$ cat config.mk
export PLATFORM = sky130hd
export DESIGN_NAME = asp_serial_port
export DESIGN_NICKNAME = d
export VERILOG_FILES = /design/src/logic/asp_pkg.sv /design/src/logic/asp_shift_if.sv /design/src/logic/asp_shifter.sv /design/src/logic/asp_serial_port.sv
export VERILOG_INCLUDE_DIRS = /design/src /design/src/logic
export SDC_FILE = /design/constraint.sdc
export NUM_CORES = 1
export LEC_CHECK = 0
export ABC_AREA = 1
export BUFFER_PORTS_ARGS = -buffer_cell sky130_fd_sc_hd__buf_2
export CORE_MARGIN = 2
export CORE_UTILIZATION = 50
export DETAILED_ROUTE_END_ITERATION = 10
export PLACE_DENSITY = 0.72
export SLEW_MARGIN = 40
export SYNTH_ARGS = -nofsm -noshare
export SYNTH_HDL_FRONTEND = slang
export SYNTH_HIERARCHICAL = 1
export SYNTH_SLANG_ARGS = --single-unit
$ cat constraint.sdc
create_clock -name aclk -period 2 [get_ports aclk]
set_input_delay 0.2 -clock aclk [delete_from_list [all_inputs] [get_ports aclk]]
set_output_delay 0.2 -clock aclk [all_outputs]
set_load 0.005 [all_outputs]
$ cat src/logic/asp_defines.svh
// Offsets, field positions, reset values and counts of the serial result port.
// Assumes inclusion by bare name from the design files of this block.
`ifndef ASP_DEFINES_SVH
`define ASP_DEFINES_SVH

`define ASP_OFF_STATUS   8'h00
`define ASP_OFF_MASK     8'h04
`define ASP_OFF_CLKDIV   8'h08
`define ASP_OFF_STATE    8'h0c
`define ASP_ST_RDERR     0
`define ASP_ST_DONE      1
`define ASP_EVT_BITS     2
`define ASP_MASK_RST     2'h0
`define ASP_CLKDIV_RST   8'h04
`define ASP_WORD_BITS    32
`define ASP_BITS_CNT     6'h20
`define ASP_LAST_BIT     6'h1f
`define ASP_FIRST_CH_CNT 6'h10
`define ASP_PH_CHANGE    2'h0
`define ASP_PH_RISE      2'h1
`define ASP_PH_FALL      2'h3
`define ASP_RESP_OKAY    2'h0
`define ASP_RESP_SLVERR  2'h2

`endif

$ cat src/logic/asp_pkg.sv
// Types shared by the serial result port files.
// Assumes nothing of its surroundings.
package asp_pkg;
	typedef enum logic [1:0] {
		ST_IDLE   = 2'b00,
		ST_MSHIFT = 2'b01,
		ST_SSHIFT = 2'b10
	} asp_state_t;
endpackage

$ cat src/logic/asp_shift_if.sv
// Carrier between the port control and the 32-bit result shifter.
// Assumes both ends run on the same clock.
`timescale 1ns/1ps
`default_nettype none
`include "asp_defines.svh"

interface asp_shift_if;
	logic                      load;
	logic [`ASP_WORD_BITS-1:0] load_word;
	logic                      shift;
	logic                      shift_in;
	logic                      msb;
	modport ctl (output load, output load_word, output shift, output shift_in, input msb);
	modport sr (input load, input load_word, input shift, input shift_in, output msb);
endinterface

`default_nettype wire

$ cat src/logic/asp_shifter.sv
// 32-bit result shift register, most significant bit out first.
// Assumes load and shift come from logic on the same clock.
`timescale 1ns/1ps
`default_nettype none
`include "asp_defines.svh"

module asp_shifter
	import asp_pkg::*;
(
	// Clock and reset
	input  wire logic aclk,
	input  wire logic aresetn,
	// Control side
	asp_shift_if.sr   sh
);
	logic [`ASP_WORD_BITS-1:0] sreg_r;

	always_ff @(posedge aclk) begin
		if (!aresetn) begin
			sreg_r <= '0;
		end else if (sh.load) begin
			sreg_r <= sh.load_word;
		end else if (sh.shift) begin
			sreg_r <= {sreg_r[`ASP_WORD_BITS-2:0], sh.shift_in};
		end
	end

	assign sh.msb = sreg_r[`ASP_WORD_BITS-1];

	property p_load_msb;
		@(posedge aclk) disable iff (!aresetn)
		sh.load |=> sh.msb == $past(sh.load_word[`ASP_WORD_BITS-1]);
	endproperty
	a_load_msb: assert property (p_load_msb) else $error("msb not loaded first");
endmodule

`default_nettype wire

$ cat src/logic/asp_serial_port.sv
// Serial result port of a dual simultaneous-sampling converter, AXI4-Lite registers.
// Assumes conversion events and results come from logic on aclk; pins are asynchronous.
//
// Notes on behaviour
// - Parallel mode drives bits 5-7 on shared pins; serial mode reads them as selects.
// - Parallel mode drives bits 8-10; serial mode drives data and frame, and shift clock in master clocking only.
// - Master frame marker active high with polarity select low, else active low.
// - Clock invert select flips shift clock sense in master and slave.
// - Slave clocking: chain input reappears on data output 32 periods later.
// - Master: read mode high shifts previous results during conversion, else after.
// - Both results sit in a 32-bit shift register, sent MSB first.
// - Channel order select sets which result leaves first.
// - Master clocking keeps data stable across both shift clock edges.
// - Slave, no invert: data changes on rising edge, host samples falling.
// - Slave, invert: data changes on falling edge, host samples rising.
// - Shift clock pin is output in master clocking, input in slave.
// - Frame marker only served when internal shift clock is selected.
// - Polarity low: marker high over read, brief low after first channel.
// - Polarity high: marker low over read, brief high after first channel.
// - Order select high sends channel A first, low sends channel B first.
// - Clock source low generates shift clock; high uses external clock.
// - Slave: conversion ending mid-read discards data and pulses read error.
`timescale 1ns/1ps
`default_nettype none
`include "asp_defines.svh"

module asp_serial_port
	import asp_pkg::*;
(
	// Clock and reset
	input  wire logic        aclk,
	input  wire logic        aresetn,
	// AXI4-Lite slave
	input  wire logic [7:0]  s_axi_awaddr,
	input  wire logic        s_axi_awvalid,
	output var  logic        s_axi_awready,
	input  wire logic [31:0] s_axi_wdata,
	input  wire logic [3:0]  s_axi_wstrb,
	input  wire logic        s_axi_wvalid,
	output var  logic        s_axi_wready,
	output var  logic [1:0]  s_axi_bresp,
	output var  logic        s_axi_bvalid,
	input  wire logic        s_axi_bready,
	input  wire logic [7:0]  s_axi_araddr,
	input  wire logic        s_axi_arvalid,
	output var  logic        s_axi_arready,
	output var  logic [31:0] s_axi_rdata,
	output var  logic [1:0]  s_axi_rresp,
	output var  logic        s_axi_rvalid,
	input  wire logic        s_axi_rready,
	// Converter side
	input  wire logic        conv_start,
	input  wire logic        conv_done,
	input  wire logic [15:0] result_a,
	input  wire logic [15:0] result_b,
	input  wire logic [15:0] par_word,
	// Select pins
	input  wire logic        serial_mode_sel,
	input  wire logic        clock_source_sel,
	input  wire logic        channel_order_sel,
	input  wire logic        cs_n,
	// Shared pins 5 to 7
	input  wire logic [2:0]  mid_i,
	output var  logic [2:0]  mid_o,
	output var  logic [2:0]  mid_oe,
	// Shared pins 8 to 10
	output var  logic        serial_out,
	input  wire logic        sclk_i,
	output var  logic        sclk_o,
	output var  logic        sclk_oe,
	output var  logic        frame_marker,
	// Events
	output var  logic        read_error,
	output var  logic        irq
);
	// ****************************************
	// Pin synchronisers
	// ****************************************
	logic [7:0] pin_raw;
	logic [7:0] s1_r;
	logic [7:0] s2_r;
	logic       ser_s;
	logic       ext_s;
	logic       ord_s;
	logic       csn_s;
	logic       sclk_s;
	logic       fpol_s;
	logic       cinv_s;
	logic       rdc_s;
	logic       sclk_d_r;

	assign pin_raw = {serial_mode_sel, clock_source_sel, channel_order_sel, cs_n,
		sclk_i, mid_i[0], mid_i[1], mid_i[2]};

	genvar gi;
	generate
		for (gi = 0; gi < 8; gi = gi + 1) begin : g_sync
			always_ff @(posedge aclk) begin
				if (!aresetn) begin
					s1_r[gi] <= 1'b0;
					s2_r[gi] <= 1'b0;
				end else begin
					s1_r[gi] <= pin_raw[gi];
					s2_r[gi] <= s1_r[gi];
				end
			end
		end
	endgenerate

	assign {ser_s, ext_s, ord_s, csn_s, sclk_s, fpol_s, cinv_s, rdc_s} = s2_r;

	always_ff @(posedge aclk) begin
		if (!aresetn) begin
			sclk_d_r <= 1'b0;
		end else begin
			sclk_d_r <= sclk_s;
		end
	end

	logic act_edge;
	logic master_en;
	logic slave_en;
	// Data moves on rising edge, or on falling edge when inverted
	assign act_edge  = cinv_s ? (~sclk_s & sclk_d_r) : (sclk_s & ~sclk_d_r);
	assign master_en = ser_s & ~ext_s;
	assign slave_en  = ser_s & ext_s;

	// ****************************************
	// Registers and state
	// ****************************************
	asp_state_t                state_r;
	logic [5:0]                bit_cnt_r;
	logic [1:0]                phase_r;
	logic                      sclk_lvl_r;
	logic [7:0]                div_cnt_r;
	logic [7:0]                clkdiv_r;
	logic [`ASP_EVT_BITS-1:0]  status_r;
	logic [`ASP_EVT_BITS-1:0]  mask_r;
	logic [15:0]               held_a_r;
	logic [15:0]               held_b_r;
	logic                      tick;
	logic                      err_evt;
	logic                      done_evt;
	logic                      fr_act;
	logic [`ASP_WORD_BITS-1:0] word_new;
	logic [`ASP_WORD_BITS-1:0] word_old;

	asp_shift_if sh ();

	asp_shifter u_shifter (
		.aclk    (aclk),
		.aresetn (aresetn),
		.sh      (sh.sr)
	);

	assign tick     = (state_r == ST_MSHIFT) && (div_cnt_r == 8'h00);
	assign word_new = ord_s ? {result_a, result_b} : {result_b, result_a};
	assign word_old = ord_s ? {held_a_r, held_b_r} : {held_b_r, held_a_r};
	assign err_evt  = slave_en && (state_r == ST_SSHIFT) && conv_done
		&& (bit_cnt_r < `ASP_BITS_CNT);
	assign done_evt = ((state_r == ST_MSHIFT) && tick && (phase_r == `ASP_PH_FALL)
		&& (bit_cnt_r == `ASP_LAST_BIT))
		|| ((state_r == ST_SSHIFT) && act_edge && !csn_s && (bit_cnt_r == `ASP_LAST_BIT));
	// Short inactive gap at the change of channel
	assign fr_act   = (state_r == ST_MSHIFT) && !((bit_cnt_r == `ASP_FIRST_CH_CNT)
		&& (phase_r == `ASP_PH_CHANGE));

	always_comb begin
		sh.load      = 1'b0;
		sh.load_word = word_new;
		sh.shift     = 1'b0;
		sh.shift_in  = slave_en & rdc_s;
		if (slave_en && conv_done) begin
			sh.load = 1'b1;
		end else if (master_en && (state_r == ST_IDLE)) begin
			if (rdc_s && conv_start) begin
				sh.load      = 1'b1;
				sh.load_word = word_old;
			end else if (!rdc_s && conv_done) begin
				sh.load = 1'b1;
			end
		end else if (state_r == ST_MSHIFT) begin
			sh.shift = tick && (phase_r == `ASP_PH_CHANGE) && (bit_cnt_r != 6'h00);
		end else if (state_r == ST_SSHIFT) begin
			sh.shift = act_edge && !csn_s;
		end
	end

	always_ff @(posedge aclk) begin
		if (!aresetn) begin
			held_a_r <= 16'h0000;
			held_b_r <= 16'h0000;
		end else if (conv_done) begin
			held_a_r <= result_a;
			held_b_r <= result_b;
		end
	end

	always_ff @(posedge aclk) begin
		if (!aresetn || state_r != ST_MSHIFT || div_cnt_r == 8'h00) begin
			div_cnt_r <= aresetn ? clkdiv_r : `ASP_CLKDIV_RST;
		end else begin
			div_cnt_r <= div_cnt_r - 8'h01;
		end
	end

	// ****************************************
	// Read sequencer
	// ****************************************
	always_ff @(posedge aclk) begin
		if (!aresetn || !ser_s) begin
			state_r    <= ST_IDLE;
			bit_cnt_r  <= 6'h00;
			phase_r    <= 2'h0;
			sclk_lvl_r <= 1'b0;
		end else begin
			case (state_r)
				ST_IDLE: begin
					bit_cnt_r  <= 6'h00;
					phase_r    <= 2'h0;
					sclk_lvl_r <= 1'b0;
					if (master_en && sh.load) begin
						state_r <= ST_MSHIFT;
					end else if (slave_en && !conv_done && act_edge && !csn_s) begin
						state_r   <= ST_SSHIFT;
						bit_cnt_r <= 6'h01;
					end
				end
				ST_MSHIFT: begin
					if (!master_en) begin
						state_r <= ST_IDLE;
					end else if (tick) begin
						phase_r <= phase_r + 2'h1;
						if (phase_r == `ASP_PH_RISE) begin
							sclk_lvl_r <= 1'b1;
						end
						if (phase_r == `ASP_PH_FALL) begin
							sclk_lvl_r <= 1'b0;
							bit_cnt_r  <= bit_cnt_r + 6'h01;
							if (bit_cnt_r == `ASP_LAST_BIT) begin
								state_r <= ST_IDLE;
							end
						end
					end
				end
				ST_SSHIFT: begin
					if (!slave_en || conv_done) begin
						state_r <= ST_IDLE;
					end else if (act_edge && !csn_s && bit_cnt_r < `ASP_BITS_CNT) begin
						bit_cnt_r <= bit_cnt_r + 6'h01;
					end else if (csn_s && bit_cnt_r == `ASP_BITS_CNT) begin
						state_r <= ST_IDLE;
					end
				end
				default: begin
					state_r <= ST_IDLE;
				end
			endcase
		end
	end

	// ****************************************
	// Pin outputs
	// ****************************************
	always_ff @(posedge aclk) begin
		if (!aresetn) begin
			mid_o        <= 3'h0;
			mid_oe       <= 3'h7;
			serial_out   <= 1'b0;
			sclk_o       <= 1'b0;
			sclk_oe      <= 1'b1;
			frame_marker <= 1'b0;
		end else begin
			mid_o      <= par_word[7:5];
			mid_oe     <= {3{~ser_s}};
			serial_out <= ser_s ? sh.msb : par_word[8];
			sclk_o     <= ser_s ? (sclk_lvl_r ^ cinv_s) : par_word[9];
			sclk_oe    <= ~ser_s | ~ext_s;
			if (!ser_s) begin
				frame_marker <= par_word[10];
			end else if (master_en) begin
				frame_marker <= fr_act ^ fpol_s;
			end else begin
				frame_marker <= fpol_s;
			end
		end
	end

	// ****************************************
	// Events and interrupt
	// ****************************************
	logic                     wr_en;
	logic [`ASP_EVT_BITS-1:0] st_clr;
	logic                     aw_held_r;
	logic                     w_held_r;
	logic [7:0]               awaddr_r;
	logic [31:0]              wdata_r;
	logic                     wstrb0_r;

	assign wr_en  = aw_held_r && w_held_r && !s_axi_bvalid;
	assign st_clr = (wr_en && wstrb0_r && awaddr_r == `ASP_OFF_STATUS)
		? wdata_r[`ASP_EVT_BITS-1:0] : '0;

	always_ff @(posedge aclk) begin
		if (!aresetn) begin
			read_error <= 1'b0;
			status_r   <= '0;
			irq        <= 1'b0;
		end else begin
			read_error <= err_evt;
			status_r   <= (status_r & ~st_clr) | {done_evt, err_evt};
			irq        <= |(status_r & mask_r);
		end
	end

	// ****************************************
	// AXI4-Lite slave
	// ****************************************
	always_ff @(posedge aclk) begin
		if (!aresetn) begin
			s_axi_awready <= 1'b1;
			s_axi_wready  <= 1'b1;
			s_axi_bvalid  <= 1'b0;
			s_axi_bresp   <= `ASP_RESP_OKAY;
			aw_held_r     <= 1'b0;
			w_held_r      <= 1'b0;
			awaddr_r      <= 8'h00;
			wdata_r       <= 32'h0000_0000;
			wstrb0_r      <= 1'b0;
		end else begin
			if (s_axi_awvalid && s_axi_awready) begin
				aw_held_r     <= 1'b1;
				awaddr_r      <= s_axi_awaddr;
				s_axi_awready <= 1'b0;
			end
			if (s_axi_wvalid && s_axi_wready) begin
				w_held_r     <= 1'b1;
				wdata_r      <= s_axi_wdata;
				wstrb0_r     <= s_axi_wstrb[0];
				s_axi_wready <= 1'b0;
			end
			if (wr_en) begin
				s_axi_bvalid <= 1'b1;
				s_axi_bresp  <= (awaddr_r == `ASP_OFF_STATUS || awaddr_r == `ASP_OFF_MASK
					|| awaddr_r == `ASP_OFF_CLKDIV || awaddr_r == `ASP_OFF_STATE)
					? `ASP_RESP_OKAY : `ASP_RESP_SLVERR;
			end
			if (s_axi_bvalid && s_axi_bready) begin
				s_axi_bvalid  <= 1'b0;
				aw_held_r     <= 1'b0;
				w_held_r      <= 1'b0;
				s_axi_awready <= 1'b1;
				s_axi_wready  <= 1'b1;
			end
		end
	end

	always_ff @(posedge aclk) begin
		if (!aresetn) begin
			mask_r   <= `ASP_MASK_RST;
			clkdiv_r <= `ASP_CLKDIV_RST;
		end else if (wr_en && wstrb0_r) begin
			if (awaddr_r == `ASP_OFF_MASK) begin
				mask_r <= wdata_r[`ASP_EVT_BITS-1:0];
			end else if (awaddr_r == `ASP_OFF_CLKDIV) begin
				clkdiv_r <= wdata_r[7:0];
			end
		end
	end

	always_ff @(posedge aclk) begin
		if (!aresetn) begin
			s_axi_arready <= 1'b1;
			s_axi_rvalid  <= 1'b0;
			s_axi_rdata   <= 32'h0000_0000;
			s_axi_rresp   <= `ASP_RESP_OKAY;
		end else if (s_axi_arvalid && s_axi_arready) begin
			s_axi_arready <= 1'b0;
			s_axi_rvalid  <= 1'b1;
			s_axi_rresp   <= `ASP_RESP_OKAY;
			if (s_axi_araddr == `ASP_OFF_STATUS) begin
				s_axi_rdata <= {30'h0, status_r};
			end else if (s_axi_araddr == `ASP_OFF_MASK) begin
				s_axi_rdata <= {30'h0, mask_r};
			end else if (s_axi_araddr == `ASP_OFF_CLKDIV) begin
				s_axi_rdata <= {24'h0, clkdiv_r};
			end else if (s_axi_araddr == `ASP_OFF_STATE) begin
				s_axi_rdata <= {18'h0, ser_s, ext_s, ord_s, fpol_s, cinv_s, rdc_s,
					bit_cnt_r, state_r};
			end else begin
				s_axi_rdata <= 32'h0000_0000;
				s_axi_rresp <= `ASP_RESP_SLVERR;
			end
		end else if (s_axi_rvalid && s_axi_rready) begin
			s_axi_rvalid  <= 1'b0;
			s_axi_arready <= 1'b1;
		end
	end

	// ****************************************
	// Assertions
	// ****************************************
	property p_mid_dir;
		@(posedge aclk) disable iff (!aresetn)
		ser_s && $past(ser_s) |=> mid_oe == 3'h0;
	endproperty
	a_mid_dir: assert property (p_mid_dir) else $error("pins 5-7 driven in serial");

	property p_par_bit8;
		@(posedge aclk) disable iff (!aresetn)
		!ser_s |=> serial_out == $past(par_word[8]);
	endproperty
	a_par_bit8: assert property (p_par_bit8) else $error("bit 8 not on pin");

	property p_frame_active;
		@(posedge aclk) disable iff (!aresetn)
		master_en && state_r == ST_MSHIFT && bit_cnt_r == 6'h01 && $stable(fpol_s)
			|=> frame_marker == ~$past(fpol_s);
	endproperty
	a_frame_active: assert property (p_frame_active) else $error("frame not active");

	property p_frame_idle;
		@(posedge aclk) disable iff (!aresetn)
		master_en && state_r == ST_IDLE && $stable(fpol_s) |=> frame_marker == $past(fpol_s);
	endproperty
	a_frame_idle: assert property (p_frame_idle) else $error("frame not idle");

	property p_slave_clk_in;
		@(posedge aclk) disable iff (!aresetn)
		slave_en ##1 slave_en |=> !sclk_oe;
	endproperty
	a_slave_clk_in: assert property (p_slave_clk_in) else $error("clock driven in slave");

	property p_chain_in;
		@(posedge aclk) disable iff (!aresetn)
		slave_en && state_r == ST_SSHIFT && sh.shift |=> u_shifter.sreg_r[0] == $past(rdc_s);
	endproperty
	a_chain_in: assert property (p_chain_in) else $error("chain bit lost");

	property p_order_a;
		@(posedge aclk) disable iff (!aresetn)
		slave_en && conv_done && ord_s |-> sh.load && sh.load_word[31:16] == result_a;
	endproperty
	a_order_a: assert property (p_order_a) else $error("channel A not first");

	property p_rd_err;
		@(posedge aclk) disable iff (!aresetn)
		slave_en && state_r == ST_SSHIFT && conv_done && bit_cnt_r < `ASP_BITS_CNT
			|=> read_error ##1 !read_error;
	endproperty
	a_rd_err: assert property (p_rd_err) else $error("read error not pulsed");

	property p_master_stable;
		@(posedge aclk) disable iff (!aresetn)
		state_r == ST_MSHIFT && sh.shift |-> phase_r == `ASP_PH_CHANGE && !sclk_lvl_r;
	endproperty
	a_master_stable: assert property (p_master_stable) else $error("data moved at edge");
endmodule

`default_nettype wire

After elaboration in Yosys (flattened, before gate mapping)
Index checks and enable logic that the tools add are counted.

operators by class
  add/sub/neg operators = 3
  $lt $le $gt $ge = 1
  equality and inequality tests = 26
  mux-type cells = 62
  bitwise operators = 18
  reduce and logical (&&, ||, !) cells = 68

operators with widths
  kind                                                                      number
  32-bit two-way mux                                                        7
  14-bit two-way mux                                                        4
  1-bit logical AND                                                         34
  2-bit two-way mux                                                         17
  8-bit by 4-bit == test with 1-bit output (second input constant)          4
  6-bit two-way mux                                                         5
  8-bit zero test                                                           3
  1-bit two-way mux                                                         23
  6-bit case mux with 3 select lines                                        1
  8-bit by 3-bit == test with 1-bit output (second input constant)          2
  8-bit two-way mux                                                         2
  6-bit by 5-bit == test with 1-bit output (second input constant)          2
  6-bit AND reduction                                                       2
  3-bit by 1-bit inequality test with 1-bit output (second input constant)  3
  1-bit zero test                                                           8
  1-bit logical OR                                                          8
  8-bit by 1-bit subtractor with 8-bit output (second input constant)       1
  6-bit by 1-bit adder with 6-bit output (second input constant)            1
  6-bit == test (second input constant)                                     1
  6-bit less-than comparator (second input constant)                        1
  2-bit by 1-bit inequality test with 1-bit output (second input constant)  3
  2-bit inequality test (second input constant)                             3
  3-bit by 2-bit inequality test with 1-bit output (second input constant)  2
  3-bit inequality test (second input constant)                             2
  21 further kinds                                                          39

storage, ports and cells
  register bits after elaboration = 182
  input bits = 117
  output and inout bits = 53
  logic and storage cells = 227

Logic depth before layout (Yosys ltp)
Gate-level depths: netlist of the first run.

  depth in word-level cells = 10
  mapped depth = 14
  mapped depth without buffers = 12

Cells and area by module
The synthesis of the first run kept the hierarchy.

modules (own cells, without submodules)
  module           instances  cells each  area an instance (sq um)  seq. area each (sq um)
  asp_serial_port  1          913         6409.9                    2602.5
  asp_shifter      1          246         1664.1                    640.6

Worst setup path after synthesis of the first run
OpenSTA, ideal clock, no wires.

  kind = register -> register
  from = reg state_r[0]
  to = reg u_shifter.sreg_r[20]
  setup time = 0.056 ns
  data arrival time = 1.709 ns
  required time = 1.944 ns
  path slack = 0.235 ns
  cell stages (with the launch flop) = 14
  buffers on the path = 2
  clock period less this slack = 1.765 ns
  path through = dfxtp_1 inv_1 ha_1 inv_1 nor2_2 inv_2 o21ai_0 nor3b_1 buf_4 buf_2 nand3_1 nand3_1 nand2_1 inv_1

on the way
  cells in the longest elaborated chain, start to end = 8
  elaborated cells between the ends (all ways) = 17
  those cells by class = eq/ne: 2; mux: 9; reduce/logical: 6

ends and longest elaborated chain
  item                                      line                                            source
  start, declared                           asp_serial_port.sv:131                          asp_state_t state_r;
  start signal, assigned                    asp_serial_port.sv:212                          state_r <= ST_IDLE;
  start signal, assigned                    asp_serial_port.sv:223                          state_r <= ST_MSHIFT;
  start signal, assigned                    asp_serial_port.sv:225                          state_r <= ST_SSHIFT;
  2-bit by 1-bit == test with 1-bit output  asp_serial_port.sv:156, asp_serial_port.sv:182
  1-bit logical AND                         asp_serial_port.sv:156                          assign tick = (state_r == ST_MSHIFT) && (div_cnt_r == 8'h00);
  1-bit logical AND (2 in a row)            asp_serial_port.sv:183                          sh.shift = tick && (phase_r == `ASP_PH_CHANGE) && (bit_cnt_r != 6'h00);
  1-bit two-way mux                         asp_serial_port.sv:182                          end else if (state_r == ST_MSHIFT) begin
  1-bit two-way mux (*)                     asp_serial_port.sv:175                          end else if (master_en && (state_r == ST_IDLE)) begin
  1-bit two-way mux (*)                     asp_serial_port.sv:173                          if (slave_en && conv_done) begin
  named net sh.shift                        asp_shift_if.sv:10                              logic shift;
  2-bit nonzero test (no line) (*)          --
  end signal, assigned                      asp_shifter.sv:22                               sreg_r <= sh.load_word;
  end signal, assigned                      asp_shifter.sv:24                               sreg_r <= {sreg_r[`ASP_WORD_BITS-2:0], sh.shift_in};
  end, declared                             asp_shifter.sv:16                               logic [`ASP_WORD_BITS-1:0] sreg_r;

The timed path passes the listed nets; every way through them passes the cells marked *.
A chain may end at the register's enable or synchronous reset.

Final worst setup path of the first run
  from = reg div_cnt_r[3]
  to = reg u_shifter.sreg_r[22]

on the way
  cells in the longest elaborated chain, start to end = 8

ends and longest elaborated chain
  item                            line                    source
  start, declared                 asp_serial_port.sv:135  logic [7:0] div_cnt_r;
  start signal, assigned          asp_serial_port.sv:201  div_cnt_r <= aresetn ? clkdiv_r : `ASP_CLKDIV_RST;
  start signal, assigned          asp_serial_port.sv:203  div_cnt_r <= div_cnt_r - 8'h01;
  8-bit zero test                 asp_serial_port.sv:156
  1-bit logical AND               asp_serial_port.sv:156
  1-bit logical AND (2 in a row)  asp_serial_port.sv:183
  1-bit two-way mux               asp_serial_port.sv:182
  1-bit two-way mux               asp_serial_port.sv:175
  1-bit two-way mux               asp_serial_port.sv:173
  named net sh.shift              asp_shift_if.sv:10
  2-bit nonzero test (no line)    --

The timed path passes the listed nets, and every way through them passes these cells.

==> results of run 1 <==
per-stage QoR:
step | cells | setup TNS (ps) | setup WS [ps] | util [%] | total power, uW
6_report | 1498 | 0 | 149 | 60.3 | 7320
2_1_floorplan | 1178 | 0 | 235 | - | 3940
5_1_grt | 1498 | -147 | -31.0 | 60.3 | 7610
4_1_cts | 1497 | 0 | 17.9 | 60.0 | 7360
3_3_place_gp | 1455 | 0 | 49.1 | 55.6 | 4130
3_5_place_dp | 1455 | 0 | 28.8 | 55.6 | 4150
registers in the layout (all words and copies together), names as in the netlist, 2 cells and up:
register,count
held_a_r,16
wdata_r,8
clkdiv_r,8
bit_cnt_r,6
s_axi_rdata,14
mask_r,2
status_r,2
u_shifter/sreg_r,32
held_b_r,16
state_r,2
div_cnt_r,8
mid_o,3
s1_r,8
phase_r,2
awaddr_r,8
cells in the mapped netlist (25+ instances only):
library cell | n | area, um^2
o21ai_0 | 109 | 546
dfxtp_1 | 162 | 3240
buf_4 | 27 | 203
o21ai_1 | 30 | 150
buf_2 | 25 | 125
inv_1 | 127 | 477
nand2_1 | 275 | 1030
a21oi_1 | 62 | 310
mux2i_1 | 33 | 330
nand3_1 | 92 | 460
nor2_1 | 104 | 390
final timing paths:
path,endpoint,cells past startpoint,startpoint
setup / recovery,u_shifter/sreg_r[22],11,div_cnt_r[3]
hold / removal,s_axi_awready,3,s_axi_bready
setup reg to reg,u_shifter/sreg_r[22],11,div_cnt_r[3]
hold reg to reg,ord_s,2,s1_r[5]
timing repair:
| item | CTS | global route |
|---|---|---|
| resized for setup | 1 | 14 |
| hold buffers | 11 | 0 |
| endpoints found under the setup margin | 3 | 33 |
| setup buffers | 0 | 1 |
| endpoints found under the hold margin | 11 | 0 |
| pin swaps | 0 | 4 |
critical path, delay by kind of cell, from the launching register on:
| kind | cells | cell delay, ps |
|---|---|---|
| buf+inv | 3 | 420 |
| flops | 1 | 360 |
| simple gates | 7 | 880 |
| compound gates | 1 | 130 |
layer usage:
layer | wire length [um] | vias to the layer above | global-route usage [%]
met5 | 0 | - | 0
met4 | 407 | 0 | 8.76
met3 | 857 | 34 | 3.69
met2 | 8570 | 195 | 34.8
met1 | 9430 | 3464 | 32.0
li1 | - | 3875 | -
cell type report:
cell class,instances,area [um^2]
Clock buffer,20,447
Clock inverter,11,133
Fill cell,1461,6290
Inverter,132,498
Multi-Input combinational cell,803,3940
Sequential cell,162,3250
Tap cell,216,270
Timing Repair Buffer,154,993
cells by family after synthesis:
family	after synthesis	synth area share [%]
xor+xnor	7	0.759
buf+inv	213	12.4
fa+ha+maj	11	1.70
mux	33	4.09
flops	162	40.2
simple gates	521	27.6
other cells	1	0.0464
compound gates	211	13.3
power by group through the flow:
stage	combinational [uW]	sequential (uW)	clock, uW
3_5_place_dp	656	3490	0
5_1_grt	778	3430	3400
2_1_floorplan	464	3480	0
6_report	680	3420	3220
3_3_place_gp	644	3490	0
4_1_cts	677	3420	3260
==> impl_metrics.toml, run 1 <==
[worst_hold_path]
hp-class = "primary input to flop"

[synthesis]
yosysWarnings = 6
ys_types = 37
synthCells = 1159
yosys_most_used_dff = "dfxtp_1"
yosysSeqAreaShare_pct = 40.2
syn_area_mm2 = 0.00807
async_flop_share_pct = 0
ys_seq_elements = 162
synth_edf_count = 0
synth.avg_cell_area_um2 = 6.97

[global_route]
grt_pass1_wl_um = 31300
grt_pass1_vias = 6678
globalRouteOverflowTotal = 0
grt_use_total_pct = 22.7
grt_start_max_net_pins = 66
antenna_found_initial = 0

[clock_tree]
htree_levels = 4
clk_latency_ps = 430
cts_tree = "done"
cts_buffers = 17
cts_max_path_buffers = 2
cts_root_buffer = "clkbuf_16"
clk_pin_slew_ps = 60
clock_sinks = 162

[worst_setup_path]
cpPeakStageDelay_ps = 360
r2r_slack_ps = 150
crit_chain = "nor2_2, nand2_1, nor2_4, a31oi_2, nor3b_2, buf_4, buf_4, nand3_1, nand3_1, nand2_1, inv_1"
slowest_stage = "dfxtp_1"
critPathArrivalTime_ps = 2230
critPathRequiredTime_ps = 2380
cp-end-kind = "flop"
worstSetupPathType = "flop to flop"
worstPathMaxFanout = 11
worst_setup_path_start_kind = "flop"

[cells_and_area]
layout_common_cells = "nand2_1 (275), dfxtp_1 (159), inv_1 (123), buf_2 (111), o21ai_0 (106)"
insertedDiodeCount = 0
drive_gt1_share_pct = 17.5
area_growth_pct = 18.1
fin_nets = 1398
layout_commonest_cell = "nand2_1"
fin_area_mm2 = 0.00954

[place]
port_buffers = 112
place_congestion = 0.942
dp_hpwl_um = 13500
detailed_place.area_mm2 = 0.00880

[power]
peakVddDrop_uv = 617
p_sw_share_pct = 24.8
power_switching_uw = 1820
combPwrFrac_pct = 9.3
power_leakage_uw = 0.00441
p_clk_share_pct = 44.0
p_int_uw = 5500
p_seq_share_pct = 46.7
powerDensity_mw_per_mm2 = 768

[detailed_routing]
vias = 7568
drt-total-wl_um = 19300
viasPerCell = 5.05
drcViolationCount = 0
route.detailed.wl_per_inst_um = 12.9
dr.first_iter.drc_count = 555
drt_pass1_iterations = 5
ant_nets = 0

[floorplanning]
start_util_pct = 51.0
dieHeight_um = 131
die-area_mm2 = 0.0172
design.core.area_mm2 = 0.0158
die_w_um = 131
rows = 46
io_pins = 170

[sta]
finalSetupViolations = 0
period_needed_ps = 1850
finalCritPeriodShare_pct = 92.6
timing.final.hold_violations = 0
hold_ws_ps = 11.1
clock.fmax_mhz = 540
rsz0062_at_grt = "yes"
skew_ps = 6.49
maxSlewViolCount = 0

[flow_run]
maxCapViolations = 0

[outcome]
status = "finished, final reports clean"
Power figures use the tool's default switching activity.
==> inputs of run 2 (changes only) <==
- REMOVE_ABC_BUFFERS: not set -> 1
==> run 2 against run 1 <==
Compared with the run above: first-iteration DRC count down 30%; clock skew up 3.4 ps; flip-flop and latch count unchanged; global-route usage down 0.62 points; cell area up 2.2%; die area unchanged; cell count up 1.2%; combinational power about the same; maximum frequency down 0.73%.
==> impl_metrics.toml, run 2 (synthesized netlist as in run 1, its figures left out) <==
[outcome]
status = "finished, final reports clean"

[worst_setup_path]
worst_setup_path_start_kind = "flop"
critPathRequiredTime_ps = 2380
worstPathMaxFanout = 15
r2r_slack_ps = 140
cp-end-kind = "flop"
worstSetupPathType = "flop to flop"
critPathArrivalTime_ps = 2240

[sta]
worst_slack_ps = 135
period_needed_ps = 1860
timing.final.hold_violations = 0
hold_ws_ps = 14.9
finalSetupViolations = 0
finalCritPeriodShare_pct = 93.2
maxSlewViolCount = 0
clock.fmax_mhz = 536
skew_ps = 9.88

[global_route]
antenna_found_initial = 0
grt_start_max_net_pins = 48
grt_pass1_vias = 6764
globalRouteOverflowTotal = 0
grt_use_total_pct = 22.1
grt_pass1_wl_um = 30400

[place]
detailed_place.area_mm2 = 0.00885
dp_hpwl_um = 12800
dpl.cell_count = 1463
place_congestion = 0.853
port_buffers = 112
dp_slack_ps = 87.5

[clock_tree]
clock_sinks = 162
cts_root_buffer = "clkbuf_16"
cts_tree = "done"
cts_max_path_buffers = 2
htree_levels = 4
clk_pin_slew_ps = 70
cts_buffers = 17
clk_latency_ps = 440

[floorplanning]
die-area_mm2 = 0.0172
start_util_pct = 51.0
io_pins = 170
rows = 46
design.core.area_mm2 = 0.0158
die_w_um = 131
dieHeight_um = 131

[detailed_routing]
drt-total-wl_um = 19400
drcViolationCount = 0
drt_pass1_iterations = 7
route.detailed.wl_per_inst_um = 12.8
ant_nets = 0
viasPerCell = 4.97
vias = 7540
dr.first_iter.drc_count = 386

[flow_run]
maxCapViolations = 0

[cells_and_area]
area_growth_pct = 20.7
fin_area_mm2 = 0.00974
insertedDiodeCount = 0
fin_cells = 1516
top_regs = "u_shifter/sreg_r (32), held_a_r (16), held_b_r (16)"
layout_commonest_cell = "nand2_1"
fin_nets = 1415
multi_input_area_mm2 = 0.00393
largest_reg_flops = 32
fillers = 1456
largest-register = "u_shifter/sreg_r"
layout_common_cells = "nand2_1 (275), dfxtp_1 (157), inv_1 (125), buf_2 (111), o21ai_0 (107)"
drive_gt1_share_pct = 18.6
regArea_mm2 = 0.00325

[power]
peakVddDrop_uv = 596
power_leakage_uw = 0.00452
finalPower_uw = 7290
powerDensity_mw_per_mm2 = 748

[worst_hold_path]
hp-class = "primary input to flop"
-- run 2: cell type report --
| type | instances | area share (%) |
|---|---|---|
| inverter | 132 | 5.11 |
| multi-input combinational | 803 | 40.3 |
| clock buffer | 17 | 4.37 |
| tap | 216 | 2.77 |
| clock inverter | 15 | 1.70 |
| sequential | 162 | 33.4 |
| timing repair buffer | 171 | 12.4 |
-- run 2: final timing paths --
path                                      start                  end  cells after the start
worst max register to register     bit_cnt_r[0]  u_shifter/sreg_r[6]                     14
worst min register to register          s1_r[1]               cinv_s                      2
worst min-delay path            s_axi_awaddr[0]          awaddr_r[0]                      3
worst max-delay path               bit_cnt_r[0]  u_shifter/sreg_r[6]                     14
-- run 2: worst max-delay path, cell delays in order, from the launching register on --
cell	delay [ps]
dfxtp_2	320
inv_1	70
ha_1	150
nand2_1	60
nor2_2	120
nand3_1	110
a31oi_2	210
nor3b_2	80
buf_6	150
nor2_8	110
buf_12	170
nand2_2	50
nand3_1	70
nand2_1	70
inv_1	70
-- run 2: layer usage --
layer | vias up | GRT usage (%) | routed length [um]
met2 | 165 | 38.2 | 9380
li1 | 3916 | - | -
met4 | 0 | 8.01 | 269
met1 | 3436 | 27.8 | 8920
met3 | 23 | 3.57 | 798
met5 | - | 0 | 0
-- run 2: what timing repair did --
action / 4_1_cts / 5_1_grt
hold buffers: 12 / 0
setup buffers: 0 / 3
gates resized for setup: 0 / 12
setup endpoints to repair: 0 / 33
hold endpoints to repair: 12 / 0
-- run 2: power by group --
group	switching [uW]	internal [uW]	total, uW	leakage (uW)
combinational	406	275	681	0.00291
sequential	65.5	3360	3420	0.00133
clock	1510	1670	3190	0.000286
total	1990	5300	7290	0.00452
-- run 2: stage by stage --
step                      TNS [ps]  util, %
after detailed placement         0     55.9
after global placement           0     55.9
after CTS                        0     60.4
final                            0     61.5
after global routing         -6.19     61.5
after floorplan             -63360        -
==> inputs of run 3 (changes only) <==
- CORE_MARGIN: 2 -> not set
- SYNTH_HIERARCHICAL: 1 -> not set
==> run 3 against run 2 <==
Compared with the run above: non-clock buffer count down 22; hold slack got worse by 2.5 ps; first-iteration DRC count up 55%; combinational power fell by 5.7%; global-route usage grew 1.4 points; power shrank 3.4%; cell count decreased by 0.46%; die area shrank 2.6%; flip-flop and latch count stayed put; clock power down 6.3%; clock skew down 2.7 ps; critical path type unchanged; critical endpoint is now u_shifter.sreg_r[4]; largest cell class unchanged.
==> impl_metrics.toml, run 3 <==
[floorplanning]
rows = 46
dieHeight_um = 129
design.core.area_mm2 = 0.0159
io_pins = 170
die-area_mm2 = 0.0167
die_w_um = 129
start_util_pct = 51.1

[sta]
clock.fmax_mhz = 546
maxSlewHeadroom_pct = 57.9
finalSetupViolations = 0
rsz0062_at_grt = "no"
setup_tns_ps = 0
tightest_slew_ps = 631
finalCritPeriodShare_pct = 91.5
timing.final.hold_violations = 0
maxSlewViolCount = 0
period_needed_ps = 1830
skew_ps = 7.15

[synthesis]
yosysWarnings = 0
synth.avg_cell_area_um2 = 6.88
yosysSeqAreaShare_pct = 40.0
synthMostInstantiatedCell = "nand2_1"
ys_seq_elements = 162
async_flop_share_pct = 0
synth_top_area_cell = "dfxtp_1"
synthCells = 1180
synth_top_area_share_pct = 40.0
synth_edf_count = 0
ys_top_cells_by_count = "nand2_1 (322), dfxtp_1 (162), nand3_1 (162)"
yosys_most_used_dff = "dfxtp_1"
syn_area_mm2 = 0.00811
synth_area_leaders = "dfxtp_1 (40%), nand2_1 (15%), nand3_1 (10%)"
ys_types = 39

[clock_tree]
clk_pin_slew_ps = 60
htree_levels = 4
cts_max_path_buffers = 2
cts_buffers = 17
cts_root_buffer = "clkbuf_16"
cts_tree = "done"
clk_latency_ps = 420
clock_sinks = 162

[power]
p_int_uw = 5340
p_seq_share_pct = 48.4
p_sw_share_pct = 24.2
peakVddDrop_uv = 584
powerDensity_mw_per_mm2 = 748
power_leakage_uw = 0.00417
combPwrFrac_pct = 9.1
power_switching_uw = 1710
p_clk_share_pct = 42.5

[cells_and_area]
drive_gt1_share_pct = 19.5
largest-register = "u_shifter.sreg_r"
fin_area_mm2 = 0.00942
multi_input_area_mm2 = 0.00415
area_growth_pct = 16.1
regArea_mm2 = 0.00324
largest_reg_flops = 32
top_regs = "u_shifter.sreg_r (32), held_a_r (16), held_b_r (16)"
insertedDiodeCount = 0
layout_commonest_cell = "nand2_1"
fin_nets = 1410
layout_common_cells = "nand2_1 (321), nand3_1 (162), dfxtp_1 (161), nor2_1 (126), buf_2 (112)"
fillers = 1534

[worst_setup_path]
worstSetupPathType = "flop to flop"
r2r-start = "state_r[0]"
r2r_slack_ps = 170
cp-end-kind = "flop"
r2r_end = "u_shifter.sreg_r[4]"
worstPathMaxFanout = 43
r2r_cells = 12
crit_start = "state_r[0]"
critPathRequiredTime_ps = 2350
worst_setup_path_start_kind = "flop"
critPathArrivalTime_ps = 2180

[outcome]
status = "finished, final reports clean"

[global_route]
grt_start_max_net_pins = 66
grt_pass1_vias = 6714
grt_pass1_wl_um = 31400
antenna_found_initial = 0
grt_use_total_pct = 23.5
globalRouteOverflowTotal = 0

[place]
dp_hpwl_um = 13200
port_buffers = 112
place_congestion = 0.871
detailed_place.area_mm2 = 0.00878

[worst_hold_path]
holdPathStages = 3
hold_start = "par_word[8]"
hp-class = "primary input to flop"
min_to = "serial_out"

[detailed_routing]
dr.first_iter.drc_count = 599
route.detailed.wl_per_inst_um = 12.5
drcViolationCount = 0
ant_nets = 0
drt-total-wl_um = 18900
vias = 7631
drt_pass1_iterations = 5
viasPerCell = 5.06

[flow_run]
maxCapViolations = 0
[run 3: cell types whose count changed after synthesis, sizes merged, moves of 12 or more]
cell	previous run	this run
o21ai	139	74
mux2i	33	1
clkbuf	22	34
inv	131	80
nand2	297	358
nand3	92	164
a21oi	64	78
nor2	114	129
[run 3: timing repair]
action | in CTS | in global routing
hold buffers | 10 | 0
gates resized for setup | 0 | 2
hold endpoints to repair | 10 | 0
setup endpoints to repair | 0 | 2
setup buffers | 0 | 0
[run 3: metal layers]
layer	global-route usage (%)	share of wire [%]	up-vias
li1	-	-	3945
met1	30.9	47	3491
met2	39.3	47	171
met3	3.51	4.1	24
met4	7.82	1.5	0
met5	0	0	-
[run 3: stage by stage]
stage	instances	total power [uW]	worst slack [ps]	hold slack, ps	utilization, %
floorplan	1114	3820	-831	269	-
global placement	1469	4090	211	380	55.3
detailed placement	1469	4110	164	385	55.3
CTS	1509	7100	143	1.99	59.2
global route	1509	7340	13.5	20.1	59.3
finish	1509	7040	170	12.4	59.3
[run 3: worst max path at each step]
stage / slack [ps] / endpoint / cells after the start
global route: 10 / u_shifter.sreg_r[8] / 12
finish: 170 / u_shifter.sreg_r[4] / 12
floorplan: -830 / u_shifter.sreg_r[25] / 7
detailed placement: 160 / u_shifter.sreg_r[0] / 11
CTS: 140 / u_shifter.sreg_r[0] / 11
global placement: 210 / u_shifter.sreg_r[0] / 11
[run 3: cells by family after synthesis]
group                      synth area share [%]
AOI/OAI and AO/OA                          11.9
xor gates and xnor gates                  0.971
adders and majority gates                  1.70
buffers and inverters                      9.85
DFF                                        40.0
muxes                                     0.123
other                                    0.0462
and+or+nand+nor                            35.4
[run 3: worst max-delay path, cell delays in order (launching register included)]
cell and delay [ps]:
dfxtp_1 330, inv_1 70, ha_1 250, inv_2 70, nor2_1 60, nand2_2 110
nand2_4 80, inv_4 210, buf_12 240, nand2_1 70, nand2_1 80, nand2_2 60
a21oi_2 120
[run 3: area by class of cell]
class	instances	share of cell area, %
repair buffers	149	9.70
inverters	82	3.29
well taps	216	2.87
flip-flops and latches	162	34.4
multi-input cells	870	44.1
clock inverters	7	0.638
clock buffers	23	4.97
[run 3: power by group through the flow]
stage,clock network (uW),logic (uW),registers (uW)
floorplan,0,342,3480
global placement,0,615,3480
detailed placement,0,625,3480
CTS,3040,644,3410
global route,3180,734,3420
finish,2990,642,3410
